--- config.mk ---
export PLATFORM = sky130hd
export DESIGN_NAME = capture_timer
export DESIGN_NICKNAME = d
export VERILOG_FILES = /design/src/hdl/timer_pkg.sv /design/src/hdl/capture_timer.sv
export SDC_FILE = /design/constraint.sdc
export NUM_CORES = 1
export LEC_CHECK = 0
export BUFFER_PORTS_ARGS = -buffer_cell sky130_fd_sc_hd__buf_4
export CORE_ASPECT_RATIO = 2
export CORE_MARGIN = 4
export CORE_UTILIZATION = 56
export DETAILED_ROUTE_END_ITERATION = 7
export PLACE_DENSITY = 0.82
export SYNTH_ARGS = -nofsm -noshare
export SYNTH_HDL_FRONTEND = slang
export SYNTH_SLANG_ARGS = --single-unit
--- constraint.sdc ---
create_clock -name sys_clk -period 11.1 [get_ports sys_clk]
set_input_delay 1.11 -clock sys_clk [delete_from_list [all_inputs] [get_ports sys_clk]]
set_output_delay 1.11 -clock sys_clk [all_outputs]
set_load 0.03 [all_outputs]
--- src/hdl/timer_pkg.sv ---
// Shared constants and types for the capture timer
package timer_pkg;
	// Register byte addresses
	localparam logic [31:0] ADDR_LOAD = 32'hFFFF0320;
	localparam logic [31:0] ADDR_VALUE = 32'hFFFF0324;
	localparam logic [31:0] ADDR_CTRL = 32'hFFFF0328;
	localparam logic [31:0] ADDR_CLEAR = 32'hFFFF032C;
	localparam logic [31:0] ADDR_CAPT = 32'hFFFF0330;
	// Reset values and count limits
	localparam logic [31:0] LOAD_RST = 32'h00000000;
	localparam logic [31:0] COUNT_RST = 32'h0FFFFFFF;
	localparam logic [31:0] COUNT_MAX = 32'hFFFFFFFF;
	localparam logic [31:0] COUNT_ZERO = 32'h00000000;
	// Control field positions
	localparam int POST_HI = 31;
	localparam int POST_LO = 24;
	localparam int POST_EN = 23;
	localparam int ISRC = 18;
	localparam int CAP_EN = 17;
	localparam int EVT_HI = 16;
	localparam int EVT_LO = 12;
	localparam int CSEL_HI = 11;
	localparam int CSEL_LO = 9;
	localparam int UP = 8;
	localparam int RUN = 7;
	localparam int PERIODIC = 6;
	localparam int FMT_HI = 5;
	localparam int FMT_LO = 4;
	localparam int PRE_HI = 3;
	localparam int PRE_LO = 0;
	// Clock source codes
	localparam logic [2:0] CS_CORE = 3'h0;
	localparam logic [2:0] CS_LPOSC = 3'h1;
	localparam logic [2:0] CS_GPIO_A = 3'h2;
	localparam logic [2:0] CS_GPIO_B = 3'h3;
	// Prescaler codes and terminal counts
	localparam logic [3:0] PRE_DIV16 = 4'h4;
	localparam logic [3:0] PRE_DIV256 = 4'h8;
	localparam logic [3:0] PRE_DIV32768 = 4'hF;
	localparam logic [14:0] LIM_DIV1 = 15'h0000;
	localparam logic [14:0] LIM_DIV16 = 15'h000F;
	localparam logic [14:0] LIM_DIV256 = 15'h00FF;
	localparam logic [14:0] LIM_DIV32768 = 15'h7FFF;
	// Count formats
	localparam logic [1:0] FMT_BIN = 2'h0;
	localparam logic [1:0] FMT_HMS255 = 2'h3;
	// Time field limits
	localparam logic [7:0] HUND_MAX = 8'h63;
	localparam logic [7:0] MINSEC_MAX = 8'h3B;
	localparam logic [7:0] HR23_MAX = 8'h17;
	localparam logic [7:0] HR255_MAX = 8'hFF;
	// Time-format count layout
	typedef struct packed {
		logic [7:0] hr;
		logic [7:0] mn;
		logic [7:0] sc;
		logic [7:0] hu;
	} hms_t;
endpackage

--- src/hdl/capture_timer.sv ---
// Up/down timer with prescaler, time format, post-scaler and event capture
//
// Added by the designer: strobed register access.
module capture_timer (
	input wire logic sys_clk,
	input wire logic srst,
	input wire logic [31:0] addr,
	input wire logic [31:0] wr_data,
	input wire logic wr_en,
	input wire logic rd_en,
	output logic [31:0] rd_data,
	input wire logic lp_osc_in,
	input wire logic gpio_a_in,
	input wire logic gpio_b_in,
	input wire logic [31:0] irq_sources,
	input wire logic low_power,
	output logic timer_irq
);
	// Whole block state
	typedef struct packed {
		logic [31:0] load;
		logic [31:0] count;
		logic [31:0] capture;
		logic [7:0] post_val;
		logic [7:0] post_cnt;
		logic post_en;
		logic post_flag;
		logic isrc;
		logic cap_en;
		logic [4:0] evt_sel;
		logic [2:0] csel;
		logic up;
		logic run;
		logic periodic;
		logic [1:0] fmt;
		logic [3:0] pre;
		logic [14:0] pre_cnt;
		logic [2:0] sync0;
		logic [2:0] sync1;
		logic [2:0] sync2;
		logic [2:0] lvl;
		logic evt_prev;
		logic irq;
		logic [31:0] rd_data;
	} state_t;

	state_t st_reg; // Registered state
	state_t st_next; // Next state
	logic step; // Counter advances this cycle
	logic at_end; // Count sits at its terminal value
	logic timeout; // Step taken at terminal value
	logic match; // Post-scaler reached its target
	logic evt; // Interrupt event
	logic clr_wr; // Write to the clear register
	logic ctl_wr; // Write to the control register
	logic cap_hit; // Capture event taken
	timer_pkg::hms_t cur_hms; // Count seen as time fields, for the checks

	// Prescaler terminal count per code; unlisted codes divide by one
	function automatic logic [14:0] pre_limit(input logic [3:0] code);
		case (code)
			timer_pkg::PRE_DIV16: pre_limit = timer_pkg::LIM_DIV16;
			timer_pkg::PRE_DIV256: pre_limit = timer_pkg::LIM_DIV256;
			timer_pkg::PRE_DIV32768: pre_limit = timer_pkg::LIM_DIV32768;
			default: pre_limit = timer_pkg::LIM_DIV1;
		endcase
	endfunction

	// Full-scale value of the time format
	function automatic logic [31:0] hms_full(input logic [7:0] hmax);
		timer_pkg::hms_t r;
		r.hr = hmax;
		r.mn = timer_pkg::MINSEC_MAX;
		r.sc = timer_pkg::MINSEC_MAX;
		r.hu = timer_pkg::HUND_MAX;
		hms_full = r;
	endfunction

	// One step of the time format count, either direction
	function automatic logic [31:0] hms_step(input logic [31:0] v, input logic up,
		input logic [7:0] hmax);
		timer_pkg::hms_t t;
		timer_pkg::hms_t r;
		t = v;
		r = t;
		if (up) begin
			// Ripple carry through the fields
			if (t.hu != timer_pkg::HUND_MAX) begin
				r.hu = t.hu + 8'h01;
			end else begin
				r.hu = 8'h00;
				if (t.sc != timer_pkg::MINSEC_MAX) begin
					r.sc = t.sc + 8'h01;
				end else begin
					r.sc = 8'h00;
					if (t.mn != timer_pkg::MINSEC_MAX) begin
						r.mn = t.mn + 8'h01;
					end else begin
						r.mn = 8'h00;
						r.hr = (t.hr == hmax) ? 8'h00 : t.hr + 8'h01;
					end
				end
			end
		end else begin
			// Ripple borrow through the fields
			if (t.hu != 8'h00) begin
				r.hu = t.hu - 8'h01;
			end else begin
				r.hu = timer_pkg::HUND_MAX;
				if (t.sc != 8'h00) begin
					r.sc = t.sc - 8'h01;
				end else begin
					r.sc = timer_pkg::MINSEC_MAX;
					if (t.mn != 8'h00) begin
						r.mn = t.mn - 8'h01;
					end else begin
						r.mn = timer_pkg::MINSEC_MAX;
						r.hr = (t.hr == 8'h00) ? hmax : t.hr - 8'h01;
					end
				end
			end
		end
		hms_step = r;
	endfunction

	// Next-state logic
	always_comb begin
		logic [2:0] lvl_n;
		logic [2:0] rise;
		logic src_tick;
		logic bin;
		logic [7:0] hmax;
		logic [31:0] full;
		logic [7:0] target;
		logic evt_lvl;
		lvl_n = 3'h0;
		rise = 3'h0;
		src_tick = 1'b0;
		bin = 1'b0;
		hmax = 8'h00;
		full = 32'h00000000;
		target = 8'h00;
		evt_lvl = 1'b0;
		match = 1'b0;
		st_next = st_reg;
		clr_wr = wr_en && (addr == timer_pkg::ADDR_CLEAR);
		ctl_wr = wr_en && (addr == timer_pkg::ADDR_CTRL);
		// Three-stage sync; a level change needs stages two and three to agree
		st_next.sync0 = {gpio_b_in, gpio_a_in, lp_osc_in};
		st_next.sync1 = st_reg.sync0;
		st_next.sync2 = st_reg.sync1;
		lvl_n = (st_reg.sync1 & st_reg.sync2) | (st_reg.lvl & (st_reg.sync1 ^ st_reg.sync2));
		st_next.lvl = lvl_n;
		rise = lvl_n & ~st_reg.lvl;
		// Source selection; core clock halts in low power
		case (st_reg.csel)
			timer_pkg::CS_CORE: src_tick = !low_power;
			timer_pkg::CS_LPOSC: src_tick = rise[0];
			timer_pkg::CS_GPIO_A: src_tick = rise[1];
			timer_pkg::CS_GPIO_B: src_tick = rise[2];
			default: src_tick = 1'b0;
		endcase
		// Prescaler
		step = 1'b0;
		if (st_reg.run && src_tick) begin
			if (st_reg.pre_cnt == pre_limit(st_reg.pre)) begin
				st_next.pre_cnt = 15'h0000;
				step = 1'b1;
			end else begin
				st_next.pre_cnt = st_reg.pre_cnt + 15'h0001;
			end
		end
		// Terminal values of the chosen format; reserved code counts binary
		bin = (st_reg.fmt == timer_pkg::FMT_BIN) || !st_reg.fmt[1];
		hmax = (st_reg.fmt == timer_pkg::FMT_HMS255) ? timer_pkg::HR255_MAX :
			timer_pkg::HR23_MAX;
		full = bin ? timer_pkg::COUNT_MAX : hms_full(hmax);
		at_end = st_reg.up ? (st_reg.count == full) : (st_reg.count == timer_pkg::COUNT_ZERO);
		timeout = step && at_end;
		// Counter update
		if (step) begin
			if (at_end) begin
				if (st_reg.periodic) begin
					st_next.count = st_reg.load;
				end else begin
					st_next.count = st_reg.up ? timer_pkg::COUNT_ZERO : full;
				end
			end else if (bin) begin
				st_next.count = st_reg.up ? st_reg.count + 32'h00000001 :
					st_reg.count - 32'h00000001;
			end else begin
				st_next.count = hms_step(st_reg.count, st_reg.up, hmax);
			end
		end
		// Post-scaler counts timeouts; zero target acts as one
		target = (st_reg.post_val == 8'h00) ? 8'h01 : st_reg.post_val;
		if (timeout && st_reg.post_en) begin
			if (st_reg.post_cnt + 8'h01 == target) begin
				match = 1'b1;
				st_next.post_cnt = 8'h00;
			end else begin
				st_next.post_cnt = st_reg.post_cnt + 8'h01;
			end
		end
		evt = st_reg.isrc ? match : timeout;
		// Clear write reloads and clears; a same-cycle event wins
		if (clr_wr) begin
			st_next.count = st_reg.load;
			st_next.irq = 1'b0;
			st_next.post_flag = 1'b0;
		end
		if (evt) begin
			st_next.irq = 1'b1;
		end
		if (match) begin
			st_next.post_flag = 1'b1;
		end
		// Capture on the rising edge of the selected source
		evt_lvl = irq_sources[st_reg.evt_sel];
		st_next.evt_prev = evt_lvl;
		cap_hit = st_reg.cap_en && evt_lvl && !st_reg.evt_prev;
		if (cap_hit) begin
			st_next.capture = st_reg.count;
		end
		// Register writes; value and capture ignore writes
		if (wr_en && (addr == timer_pkg::ADDR_LOAD)) begin
			st_next.load = wr_data;
		end
		if (ctl_wr) begin
			// Reserved and flag bits are not stored
			st_next.post_val = wr_data[timer_pkg::POST_HI:timer_pkg::POST_LO];
			st_next.post_cnt = 8'h00;
			st_next.post_en = wr_data[timer_pkg::POST_EN];
			st_next.isrc = wr_data[timer_pkg::ISRC];
			st_next.cap_en = wr_data[timer_pkg::CAP_EN];
			st_next.evt_sel = wr_data[timer_pkg::EVT_HI:timer_pkg::EVT_LO];
			st_next.csel = wr_data[timer_pkg::CSEL_HI:timer_pkg::CSEL_LO];
			st_next.up = wr_data[timer_pkg::UP];
			st_next.run = wr_data[timer_pkg::RUN];
			st_next.periodic = wr_data[timer_pkg::PERIODIC];
			st_next.fmt = wr_data[timer_pkg::FMT_HI:timer_pkg::FMT_LO];
			st_next.pre = wr_data[timer_pkg::PRE_HI:timer_pkg::PRE_LO];
			st_next.pre_cnt = 15'h0000;
		end
		// Read data valid only in the cycle after the strobe
		st_next.rd_data = 32'h00000000;
		if (rd_en) begin
			case (addr)
				timer_pkg::ADDR_LOAD: st_next.rd_data = st_reg.load;
				timer_pkg::ADDR_VALUE: st_next.rd_data = st_reg.count;
				timer_pkg::ADDR_CAPT: st_next.rd_data = st_reg.capture;
				timer_pkg::ADDR_CTRL: st_next.rd_data = {st_reg.post_cnt, st_reg.post_en,
					3'h0, st_reg.post_flag, st_reg.isrc, st_reg.cap_en, st_reg.evt_sel,
					st_reg.csel, st_reg.up, st_reg.run, st_reg.periodic, st_reg.fmt,
					st_reg.pre};
				default: st_next.rd_data = 32'h00000000;
			endcase
		end
	end

	// State register with synchronous reset
	always_ff @(posedge sys_clk) begin
		if (srst) begin
			st_reg <= '0;
			st_reg.load <= timer_pkg::LOAD_RST;
			st_reg.count <= timer_pkg::COUNT_RST;
		end else begin
			st_reg <= st_next;
		end
	end

	// Outputs straight from flops
	assign rd_data = st_reg.rd_data;
	assign timer_irq = st_reg.irq;
	// Field view of the live count for the time-format checks
	assign cur_hms = st_reg.count;
endmodule

# Word-level counts from Yosys, hierarchy flattened
# Cells that the tools add are included.
dict set report word_totals {
  register_bits 194
  output_inout_bits 33
  wordCells 142
}
dict set report classes {
  n_addsub 12
  order_cmp 1
  n_eq_ne 25
  mux 42
  n_bitwise 7
  reduce_logical 28
}
# op count
set ops {}
lappend ops {{two-way mux 32 bit} 9}
lappend ops {{equality test 32 bit (second input constant)} 5}
lappend ops {{one-hot mux 32 bit (4 select lines)} 1}
lappend ops {{two-way mux 8 bit} 13}
lappend ops {{two-way mux 24 bit} 2}
lappend ops {{one-hot mux 15 bit (3 select lines)} 1}
lappend ops {{adder 8 x 1 -> 8 bit (second input constant)} 5}
lappend ops {{adder 32 x 1 -> 32 bit (second input constant)} 1}
lappend ops {{equality test 32 bit} 1}
lappend ops {{zero test 32 bit} 1}
lappend ops {{two-way mux 16 bit} 2}
lappend ops {{subtractor 32 x 1 -> 32 bit (second input constant)} 1}
lappend ops {{subtractor 8 x 1 -> 8 bit (second input constant)} 4}
lappend ops {{two-way mux 15 bit} 2}
lappend ops {{inequality test 5 bit (second input constant)} 6}
lappend ops {{nonzero test 8 bit} 3}
lappend ops {{equality test 8 bit} 2}
lappend ops {{zero test 8 bit} 2}
lappend ops {{inequality test 8 x 6 -> 1 bit (second input constant)} 2}
lappend ops {{adder 15 x 1 -> 15 bit (second input constant)} 1}
lappend ops {{equality test 15 bit} 1}
lappend ops {{two-way mux 1 bit} 10}
lappend ops {{AND 3 bit} 3}
lappend ops {{equality test 4 bit (second input constant)} 2}
lappend ops {{other kinds (22)} 35}

# Logic depth before layout (Yosys ltp)
# Gate-level depths: netlist of run 1.
dict set report depth {
  ltp_word 15
  ltp_mapped 13
}

# Worst setup path after synthesis of run 1
# Ideal clock, no wire load.
dict set report synth_timing {
  kind {flip-flop to flip-flop}
  startpoint {reg st_reg[69] in the netlist's numbering}
  endpoint {reg st_reg (netlist bit cur_hms[25])}
  t_arrival_ns 3.534
  required_time_ns 11.028
  path_slack_ns 7.495
  stages_incl_launch_ff 13
  cell_sequence {dfxtp_1 clkinv_1 ha_1 buf_2 nand4_1 nor2_2 nand4_1 o221ai_1 o211ai_2 a311oi_1 nor3_1 a2111oi_0 a2bb2oi_1}
}
dict set report synth_via {
  elab_chain_len 5
}
# element line_no
set synth_rtl {}
lappend synth_rtl {{from (decl)} capture_timer.sv:47} ;# state_t st_reg;
lappend synth_rtl {{from (signal assigned)} capture_timer.sv:268} ;# st_reg <= st_next;
lappend synth_rtl {{two-way mux 32 bit (on tied branches)} {capture_timer.sv:86, capture_timer.sv:186, capture_timer.sv:189}}
lappend synth_rtl {{two-way mux 32 bit (on tied branches)} {capture_timer.sv:188, capture_timer.sv:183}}
lappend synth_rtl {{two-way mux 32 bit} capture_timer.sv:182} ;# if (at_end) begin
lappend synth_rtl {{two-way mux 32 bit} capture_timer.sv:181} ;# if (step) begin
lappend synth_rtl {{two-way mux 32 bit} capture_timer.sv:207} ;# if (clr_wr) begin
# Several ways; a longest one is shown, not always the timed one. The select of a mux whose other input is x is not followed.
# A chain may end at the register's enable or synchronous reset.

# Worst setup path in the final report of run 1
dict set report layout_timing {
  startpoint {reg st_reg[69] in the netlist's numbering}
  endpoint {reg st_reg (netlist bit cur_hms[30])}
}
# The elaborated chain is that of the path after synthesis.

==> results of run 1 <==
cell usage after synthesis, types with 8 or more instances:
cell | instances | area share
a211oi_1 | 19 | 0.011
a21o_1 | 9 | 0.0051
a21oi_1 | 165 | 0.062
a22oi_1 | 36 | 0.020
a31oi_1 | 12 | 0.0057
and2_1 | 9 | 0.0042
and3_1 | 15 | 0.0071
and4_1 | 8 | 0.0053
buf_1 | 11 | 0.0031
buf_2 | 24 | 0.0091
buf_4 | 41 | 0.023
clkbuf_1 | 71 | 0.020
dfxtp_1 | 194 | 0.29
ha_1 | 47 | 0.044
inv_1 | 26 | 0.0074
mux2i_1 | 74 | 0.056
mux4_2 | 10 | 0.017
nand2_1 | 260 | 0.074
nand3_1 | 47 | 0.018
nand4_1 | 29 | 0.014
nor2_1 | 178 | 0.050
nor2b_1 | 19 | 0.0090
nor3_1 | 41 | 0.015
nor3b_1 | 9 | 0.0051
nor4_1 | 14 | 0.0066
o211ai_1 | 16 | 0.0091
o21a_1 | 9 | 0.0051
o21ai_0 | 97 | 0.037
o21bai_1 | 9 | 0.0051
or3_1 | 12 | 0.0057
xnor2_1 | 39 | 0.026
xor2_1 | 36 | 0.024
metal layers:
layer	global-route usage	routed length, µm	share of wire	vias to the layer above
li1	-	-	-	6248
met1	0.378	15900	0.34	6357
met2	0.593	23200	0.50	710
met3	0.0542	3090	0.066	246
met4	0.291	4330	0.093	0
met5	0	0	0	-
critical path, delay by kind of cell (launching register included):
family                     cells  cell delay [ns]
AOI/OAI and AO/OA              6             1.70
and+or+nand+nor                2             0.71
buffers and inverters          2             0.47
adders and majority gates      1             0.37
DFF                            1             0.32
muxes                          1             0.15
logic make-up (layout without fill, tap and decap cells):
kind of cell	after synthesis	after routing	share of synthesized area
buffers and inverters	182	212	0.0690
XOR/XNOR	75	75	0.0495
adder cells (fa/ha/maj)	48	48	0.0459
AO/OA/AOI/OAI	463	463	0.222
flip-flops	194	194	0.293
multiplexers	85	85	0.0737
AND/OR/NAND/NOR	693	693	0.247
power by group:
group / total (µW) / switching (µW) / internal, µW
sequential: 698 / 0.555 / 697
combinational: 70.0 / 36.5 / 33.4
clock: 612 / 265 / 347
total: 1380 / 302 / 1080
final timing paths:
path | end | slack, ns | depth (start not counted)
max | cur_hms[30]$_SDFFE_PP0P_ | 7.25 | 12
min | st_next[39]$_SDFF_PP0_ | 0.44 | 1
max reg2reg | cur_hms[30]$_SDFFE_PP0P_ | 7.25 | 12
min reg2reg | st_next[39]$_SDFF_PP0_ | 0.44 | 1
cell usage in the layout, fill, tap and decap left out, types with 9 or more instances in the layout:
cell type,instances
nand2_1,260
dfxtp_1,194
nor2_1,178
a21oi_1,165
buf_4,155
o21ai_0,97
mux2i_1,74
nand3_1,47
ha_1,47
nor3_1,41
xnor2_1,39
a22oi_1,36
xor2_1,36
nand4_1,29
inv_1,26
a211oi_1,19
nor2b_1,17
clkbuf_16,17
o211ai_1,16
and3_1,15
nor4_1,14
or3_1,12
a31oi_1,12
mux4_2,10
o21a_1,9
a21o_1,9
o21bai_1,9
and2_1,9
area by class of cell:
type / instances / area (µm²) / area share
Multi-Input combinational cell: 1364 / 8480 / 0.582
Sequential cell: 194 / 3880 / 0.267
Timing Repair Buffer: 155 / 1160 / 0.0799
Clock buffer: 22 / 474 / 0.0326
Tap cell: 283 / 354 / 0.0243
Clock inverter: 8 / 105 / 0.00722
Inverter: 27 / 101 / 0.00696
stage by stage:
stage                     std cells  instance area [µm²]  hold slack [ns]
after floorplan                1740                13300            0.414
after global placement         2023                14000            0.421
after detailed placement       2023                14000            0.429
after CTS                      2053                14600            0.443
after global routing           2053                14600            0.460
final                          2053                14600            0.439
==> flow_summary.yaml, run 1 <==
outcome:
  status: "completed"
critical_path:
  crit_slowest_cell: "o21ai_0"
  cp_data_arrival_time_ns: 4.18
  crit_path_max_fanout: 38
  crit_start: "st_reg[69]$_SDFFE_PP0P_"
  critical_path_required_ns: 11.43
  cp-start-kind: "register"
  slowest_delay_ns: 0.56
  timing_worst_setup_path_type: "register to register"
  crit_path_end_kind: "register"
  r2r_start: "st_reg[69]$_SDFFE_PP0P_"
  cp_cell_sequence: "clkinv_1, buf_4, ha_1, nor2b_1, o31ai_1, a211oi_1, nor3b_1, a21oi_1, o21ai_0, mux2i_1, o21ai_0, a21oi_1"
sta:
  fin_setup_tns_ns: 0
  worstMarginPinSlew_ns: 1.12
  finClkSkew_ns: 0.0115
  setup_viol: 0
  finalHoldViolations: 0
  slew_headroom: 0.255
  min_period_ns: 3.85
  period_share: 0.347
  grt_setup_unrepaired: "false"
  fmax_ghz: 0.260
  postLayoutSetupSlackWorst_ns: 7.25
  slew_violations: 0
synth:
  ys_ff_latch: 194
  synthArstFlopShare: 0
  seq_area_frac_synth: 0.293
  synth_fp_nets: 1892
  syn_avg_cell_area_um2: 7.62
  synth-main-ff-cell: "dfxtp_1"
  synth_cells: 1740
  syn_area_um2: 13300
  yosys_warnings: 0
  synth.distinct_cells: 90
  synth_edf_count: 0
clocking:
  cts_buffers: 17
  clkSinkCount: 194
  cts_buffer_depth: 2
  root_buffer: "clkbuf_16"
  cts_setup_buffers: 0
  cts_resized: 0
  h-tree-depth: 4
  postCtsHoldBufs: 0
  cts.clk_slew.worst_paths_ns: 0.07
  worstSkewPairLatency_ns: 0.45
  cts_tree: "done"
detailed_routing:
  drt-pass1-iter-count: 6
  drt_wl_total_mm: 46.5
  ant_nets: 0
  num_vias: 13600
  drtIter0Drc: 1261
  drc_errors: 0
  post_drt_wl_per_cell_um: 22.6
  viasPerCell: 6.61
placed_design:
  port_buffers: 136
  dp_slack_ns: 6.85
  place_hpwl_mm: 34.9
  gp_congestion: 1.00
grt:
  antenna_found_initial: 0
  overflow: 0
  gr-usage-all-layers: 0.352
  grt_pass1_wl_mm: 71.8
  grt_pass1_vias: 13500
  grt_start_max_net_pins: 76
final_layout:
  drive_gt1_frac: 0.134
  largest_reg_flops: 123
  n_fill_cell: 2049
  num_antenna_cells: 0
  finish.utilization: 0.624
  syn_to_final_growth_pct: 9.85
  nNetsFinal: 1911
power:
  leakage_uw: 0.00543
  power.total_uw: 1380
  power_density_nw_per_um2: 94.7
  irDropWorstVdd_mv: 0.158
floorplan:
  die_h_um: 226
  die_area_um2: 26400
  start_util: 0.568
  core_area_um2: 23300
  io_pins: 137
  placementRows: 79
  fp.dieW_um: 117
min_path:
  hold_path.class: "register to register"
  hp-start: "st_next[42]$_SDFF_PP0_"
flow_run:
  drv_cap: 0
Note: power is estimated with default switching activity, not from simulation.
==> run 2, diff against run 1 <==
--- a/config.mk
+++ b/config.mk
@@ -8,9 +8,9 @@
 export BUFFER_PORTS_ARGS = -buffer_cell sky130_fd_sc_hd__buf_4
 export CORE_ASPECT_RATIO = 2
 export CORE_MARGIN = 4
-export CORE_UTILIZATION = 56
+export CORE_UTILIZATION = 55
 export DETAILED_ROUTE_END_ITERATION = 7
-export PLACE_DENSITY = 0.82
+export PLACE_DENSITY = 0.84
 export SYNTH_ARGS = -nofsm -noshare
 export SYNTH_HDL_FRONTEND = slang
 export SYNTH_SLANG_ARGS = --single-unit
==> constraint.sdc (replaced) <==
create_clock -name sys_clk -period 3.4 [get_ports sys_clk]
set_input_delay 0.34 -clock sys_clk [delete_from_list [all_inputs] [get_ports sys_clk]]
set_output_delay 0.34 -clock sys_clk [all_outputs]
set_load 0.03 [all_outputs]
==> flow_summary.yaml, run 2 (synthesized netlist as in run 1, its figures left out) <==
floorplan:
  io_pins: 137
  die_h_um: 228
  placementRows: 80
  die_area_um2: 26800
  start_util: 0.557
  fp.dieW_um: 118
  core_area_um2: 23800
clocking:
  worstSkewPairLatency_ns: 0.45
  cts_tree: "done"
  root_buffer: "clkbuf_16"
  postCtsHoldBufs: 0
  h-tree-depth: 4
  clkSinkCount: 194
  cts_buffer_depth: 2
  cts.clk_slew.worst_paths_ns: 0.08
  cts_buffers: 17
sta:
  slew_violations: 0
  whs_ns: 0.105
  slew_headroom: 0.496
  fin_setup_tns_ns: 0
  setup_viol: 0
  finalHoldViolations: 0
  min_period_ns: 3.28
  period_share: 0.964
  finClkSkew_ns: 0.0131
  grt_setup_unrepaired: "true"
  worstMarginPinSlew_ns: 0.753
  fmax_ghz: 0.305
critical_path:
  r2r-end: "cur_hms[24]$_SDFFE_PP1P_"
  cp_cell_sequence: "buf_4, or4b_1, nor3_1, a32o_1, nand3_2, or2_2, nor2_2, nor2_1, o211ai_1, o211ai_1"
  cp_data_arrival_time_ns: 3.58
  cp-start-kind: "register"
  critical_path_required_ns: 3.70
  crit_slowest_cell: "or4b_1"
  cp_common_cell: "o211ai_1"
  crit_buf_inv: 1
  slowest_delay_ns: 0.57
  crit_path_max_fanout: 9
  critPathTopFamily: "simple AND/OR/NAND/NOR gates"
  r2r_start: "cur_hms[10]$_SDFFE_PP1P_"
  timing_worst_setup_path_type: "register to register"
  ff2ff_path_depth: 10
  r2r_setup_slack_ns: 0.12
  crit_path_end_kind: "register"
detailed_routing:
  post_drt_wl_per_cell_um: 23.1
  drc_errors: 0
  ant_nets: 0
  drt-pass1-iter-count: 6
  num_vias: 14300
  drtIter0Drc: 1543
  viasPerCell: 6.68
  drt_wl_total_mm: 49.3
outcome:
  status: "completed"
flow_run:
  drv_cap: 0
power:
  irDropWorstVdd_mv: 0.521
  power_density_nw_per_um2: 303
  leakage_uw: 0.00587
placed_design:
  port_buffers: 136
  gp_congestion: 1.05
  place_hpwl_mm: 37.2
final_layout:
  nNetsFinal: 1988
  layout_common_cells: "nand2_1 (260), buf_4 (230), dfxtp_1 (191)"
  ff_latch_area_um2: 3890
  finish.utilization: 0.644
  n_fill_cell: 2028
  syn_to_final_growth_pct: 15.6
  layout_commonest_cell: "nand2_1"
  drive_gt1_frac: 0.181
  multi_input_area_um2: 8590
  largest_reg_flops: 123
min_path:
  hold_path_depth: 2
  hp-start: "gpio_a_in"
  holdPathEnd: "st_next[41]$_SDFF_PP0_"
  hold_path.class: "input pin to register"
grt:
  grt_pass1_vias: 14100
  antenna_found_initial: 1
  gr-usage-all-layers: 0.359
  overflow: 0
  grt_pass1_wl_mm: 76.0
  grt_start_max_net_pins: 66
-- run 2: cell types whose count changed in the layout (fill, tap and decap cells not counted), sizes merged --
cell and change:
clkbuf -5, diode +1, buf +77, clkinvlp -2, inv +6, clkinv +2, bufinv +1
-- run 2: worst max path at each step --
stage	end	cells past startpoint	slack, ns	start
after floorplan	cur_hms[25]$_SDFFE_PP1P_	12	0.24	st_reg[69]$_SDFFE_PP0P_
after global placement	cur_hms[24]$_SDFFE_PP1P_	12	0.17	st_reg[69]$_SDFFE_PP0P_
after detailed placement	cur_hms[24]$_SDFFE_PP1P_	12	0.13	st_reg[69]$_SDFFE_PP0P_
after CTS	cur_hms[24]$_SDFFE_PP1P_	12	0.1	st_reg[69]$_SDFFE_PP0P_
after global routing	cur_hms[25]$_SDFFE_PP1P_	13	-0.009	st_reg[69]$_SDFFE_PP0P_
final	cur_hms[24]$_SDFFE_PP1P_	10	0.12	cur_hms[10]$_SDFFE_PP1P_
-- run 2: worst reg2reg max path: stages (launching register included) --
cell and delay [ns]:
dfxtp_1 0.44, buf_4 0.24, or4b_1 0.57, nor3_1 0.32
a32o_1 0.27, nand3_2 0.14, or2_2 0.37, nor2_2 0.21
nor2_1 0.13, o211ai_1 0.25, o211ai_1 0.18
-- run 2: report_power, final --
part	switching [µW]	leakage [µW]	internal, µW
Combinational	117	0.00401	111
Clock	960	0.000303	1180
Sequential	1.92	0.00156	2280
Total	1080	0.00587	3570
-- run 2: layout make-up --
class,count,share of cell area
diodes,1,0.000163
clock buffers,17,0.0277
clock inverters,15,0.0130
inverters,27,0.00669
multi-input cells,1364,0.560
flip-flops and latches,194,0.254
well taps,287,0.0234
repair buffers,232,0.115
-- run 2: per-stage QoR --
step           worst slack [ns]  std cells  power [µW]  instance area (µm²)
6_report                  0.123       2137        4650                15300
5_1_grt                -0.00944       2137        4750                15300
4_1_cts                  0.0973       2134        4650                15200
3_5_place_dp              0.129       2102        2550                14600
3_3_place_gp              0.169       2102        2550                14600
2_1_floorplan             0.244       1740        2420                13300
-- run 2: timing repair --
item / in CTS / in global routing
resized for setup: 0 / 23
endpoints found under the setup margin: 0 / 24
buffers inserted: 0 / 2
-- run 2: per-layer routing --
layer,GRT usage,up-vias,wire length [µm]
met5,0,-,0
met4,0.302,0,5110
met3,0.0671,353,3820
met2,0.627,900,24100
met1,0.373,6612,16200
li1,-,6405,-
==> run 3, diff against run 2 <==
--- a/config.mk
+++ b/config.mk
@@ -11,6 +11,7 @@
 export CORE_UTILIZATION = 55
 export DETAILED_ROUTE_END_ITERATION = 7
 export PLACE_DENSITY = 0.84
+export RECOVER_POWER = 25
 export SYNTH_ARGS = -nofsm -noshare
 export SYNTH_HDL_FRONTEND = slang
 export SYNTH_SLANG_ARGS = --single-unit
==> flow_summary.yaml, run 3 (synthesized netlist as in run 1, its figures left out) <==
sta:
  min_period_ns: 3.28
  worstMarginPinSlew_ns: 2.78
  finClkSkew_ns: 0.0150
  period_share: 0.964
  finalHoldViolations: 0
  setup_viol: 0
  grt_setup_unrepaired: "true"
  fin_setup_tns_ns: 0
  fmax_ghz: 0.305
  slew_violations: 66
  slew_headroom: -0.856
power:
  power_density_nw_per_um2: 306
  irDropWorstVdd_mv: 0.520
  leakage_uw: 0.00572
clocking:
  cts_buffers: 17
  clkSinkCount: 194
  cts_buffer_depth: 2
  worstSkewPairLatency_ns: 0.46
  cts_tree: "done"
  cts.clk_slew.worst_paths_ns: 0.08
  root_buffer: "clkbuf_16"
  postCtsHoldBufs: 0
  h-tree-depth: 4
critical_path:
  ff2ff_path_depth: 12
  crit_path_end_kind: "register"
  cp_data_arrival_time_ns: 3.58
  crit_path_max_fanout: 16
  r2r_start: "st_reg[69]$_SDFFE_PP0P_"
  critical_path_required_ns: 3.70
  r2r-end: "cur_hms[24]$_SDFFE_PP1P_"
  cp-start-kind: "register"
  timing_worst_setup_path_type: "register to register"
  r2r_setup_slack_ns: 0.12
grt:
  grt_start_max_net_pins: 66
  gr-usage-all-layers: 0.359
  grt_pass1_wl_mm: 76.0
  grt_pass1_vias: 14100
  antenna_found_initial: 1
  overflow: 0
final_layout:
  drive_gt1_frac: 0.161
  nNetsFinal: 1988
  syn_to_final_growth_pct: 14.5
  multi_input_area_um2: 8580
  layout_commonest_cell: "nand2_1"
  ff_latch_area_um2: 3890
  n_fill_cell: 2079
  layout_common_cells: "nand2_1 (260), buf_4 (194), dfxtp_1 (191)"
  stdcell_count: 2137
  largest_reg_flops: 123
detailed_routing:
  num_vias: 14300
  drtIter0Drc: 1508
  ant_nets: 0
  drt-pass1-iter-count: 6
  drc_errors: 0
  post_drt_wl_per_cell_um: 23.1
  drt_wl_total_mm: 49.3
  viasPerCell: 6.71
min_path:
  hp-start: "lp_osc_in"
  hold_path.class: "input pin to register"
  hold_path_depth: 2
  holdPathEnd: "st_next[40]$_SDFF_PP0_"
floorplan:
  die_area_um2: 26800
  io_pins: 137
  placementRows: 80
  start_util: 0.557
  fp.dieW_um: 118
  die_h_um: 228
  core_area_um2: 23800
placed_design:
  placed_cells: 2102
  port_buffers: 136
  place_hpwl_mm: 37.2
  gp_congestion: 1.05
outcome:
  violations: "capacitance limit, slew limit"
  status: "finished, violations left"
flow_run:
  drv_cap: 1
==> run 3: cell type report <==
class                   instances  share of cell area
well taps                     287              0.0237
repair buffers                232               0.107
multi-input cells            1364               0.565
flip-flops and latches        194               0.256
clock buffers                  17              0.0280
clock inverters                15              0.0131
diodes                          1            0.000165
inverters                      27             0.00676
==> run 3: repair_timing <==
action,4_1_cts,5_1_grt
setup endpoints to repair,0,24
hold endpoints to repair,0,0
buffers inserted,0,2
resized for setup,0,23
==> run 3: worst max path at each step <==
| stage | from | slack, ns | to |
|---|---|---|---|
| 3_5_place_dp | st_reg[69]$_SDFFE_PP0P_ | 0.13 | cur_hms[24]$_SDFFE_PP1P_ |
| 5_1_grt | st_reg[69]$_SDFFE_PP0P_ | -0.009 | cur_hms[25]$_SDFFE_PP1P_ |
| 4_1_cts | st_reg[69]$_SDFFE_PP0P_ | 0.1 | cur_hms[24]$_SDFFE_PP1P_ |
| 6_report | st_reg[69]$_SDFFE_PP0P_ | 0.12 | cur_hms[24]$_SDFFE_PP1P_ |
| 2_1_floorplan | st_reg[69]$_SDFFE_PP0P_ | 0.24 | cur_hms[25]$_SDFFE_PP1P_ |
| 3_3_place_gp | st_reg[69]$_SDFFE_PP0P_ | 0.17 | cur_hms[24]$_SDFFE_PP1P_ |
==> run 3: stage by stage <==
step	instance area (µm²)	total power, µW	worst slack [ns]	util	hold WS (ns)
2_1_floorplan	13300	2420	0.244	-	0.414
3_3_place_gp	14600	2550	0.169	0.612	0.419
3_5_place_dp	14600	2550	0.129	0.612	0.427
4_1_cts	15200	4650	0.0973	0.638	0.0991
5_1_grt	15200	4740	-0.00944	0.637	0.130
6_report	15200	4650	0.121	0.637	0.110
==> run 3: report_power, final <==
part | internal [µW] | total (µW) | switching, µW
sequential | 2280 | 2280 | 1.92
clock | 1180 | 2150 | 963
combinational | 111 | 227 | 116
==> run 3: routing by layer <==
| metal | wire, µm | global-route usage |
|---|---|---|
| met1 | 16400 | 0.373 |
| met2 | 24300 | 0.627 |
| met3 | 3730 | 0.0671 |
| met4 | 4880 | 0.302 |
| met5 | 0 | 0 |
==> run 3: critical path, cell delays in order (launching register included) <==
cell,delay (ns)
dfxtp_1,0.36
clkinv_2,0.08
buf_4,0.21
ha_1,0.36
buf_4,0.16
nand4_1,0.10
or3_1,0.47
nand2_1,0.17
o2111ai_4,0.16
a21o_1,0.21
a31o_2,0.25
o211ai_1,0.42
o211ai_1,0.18
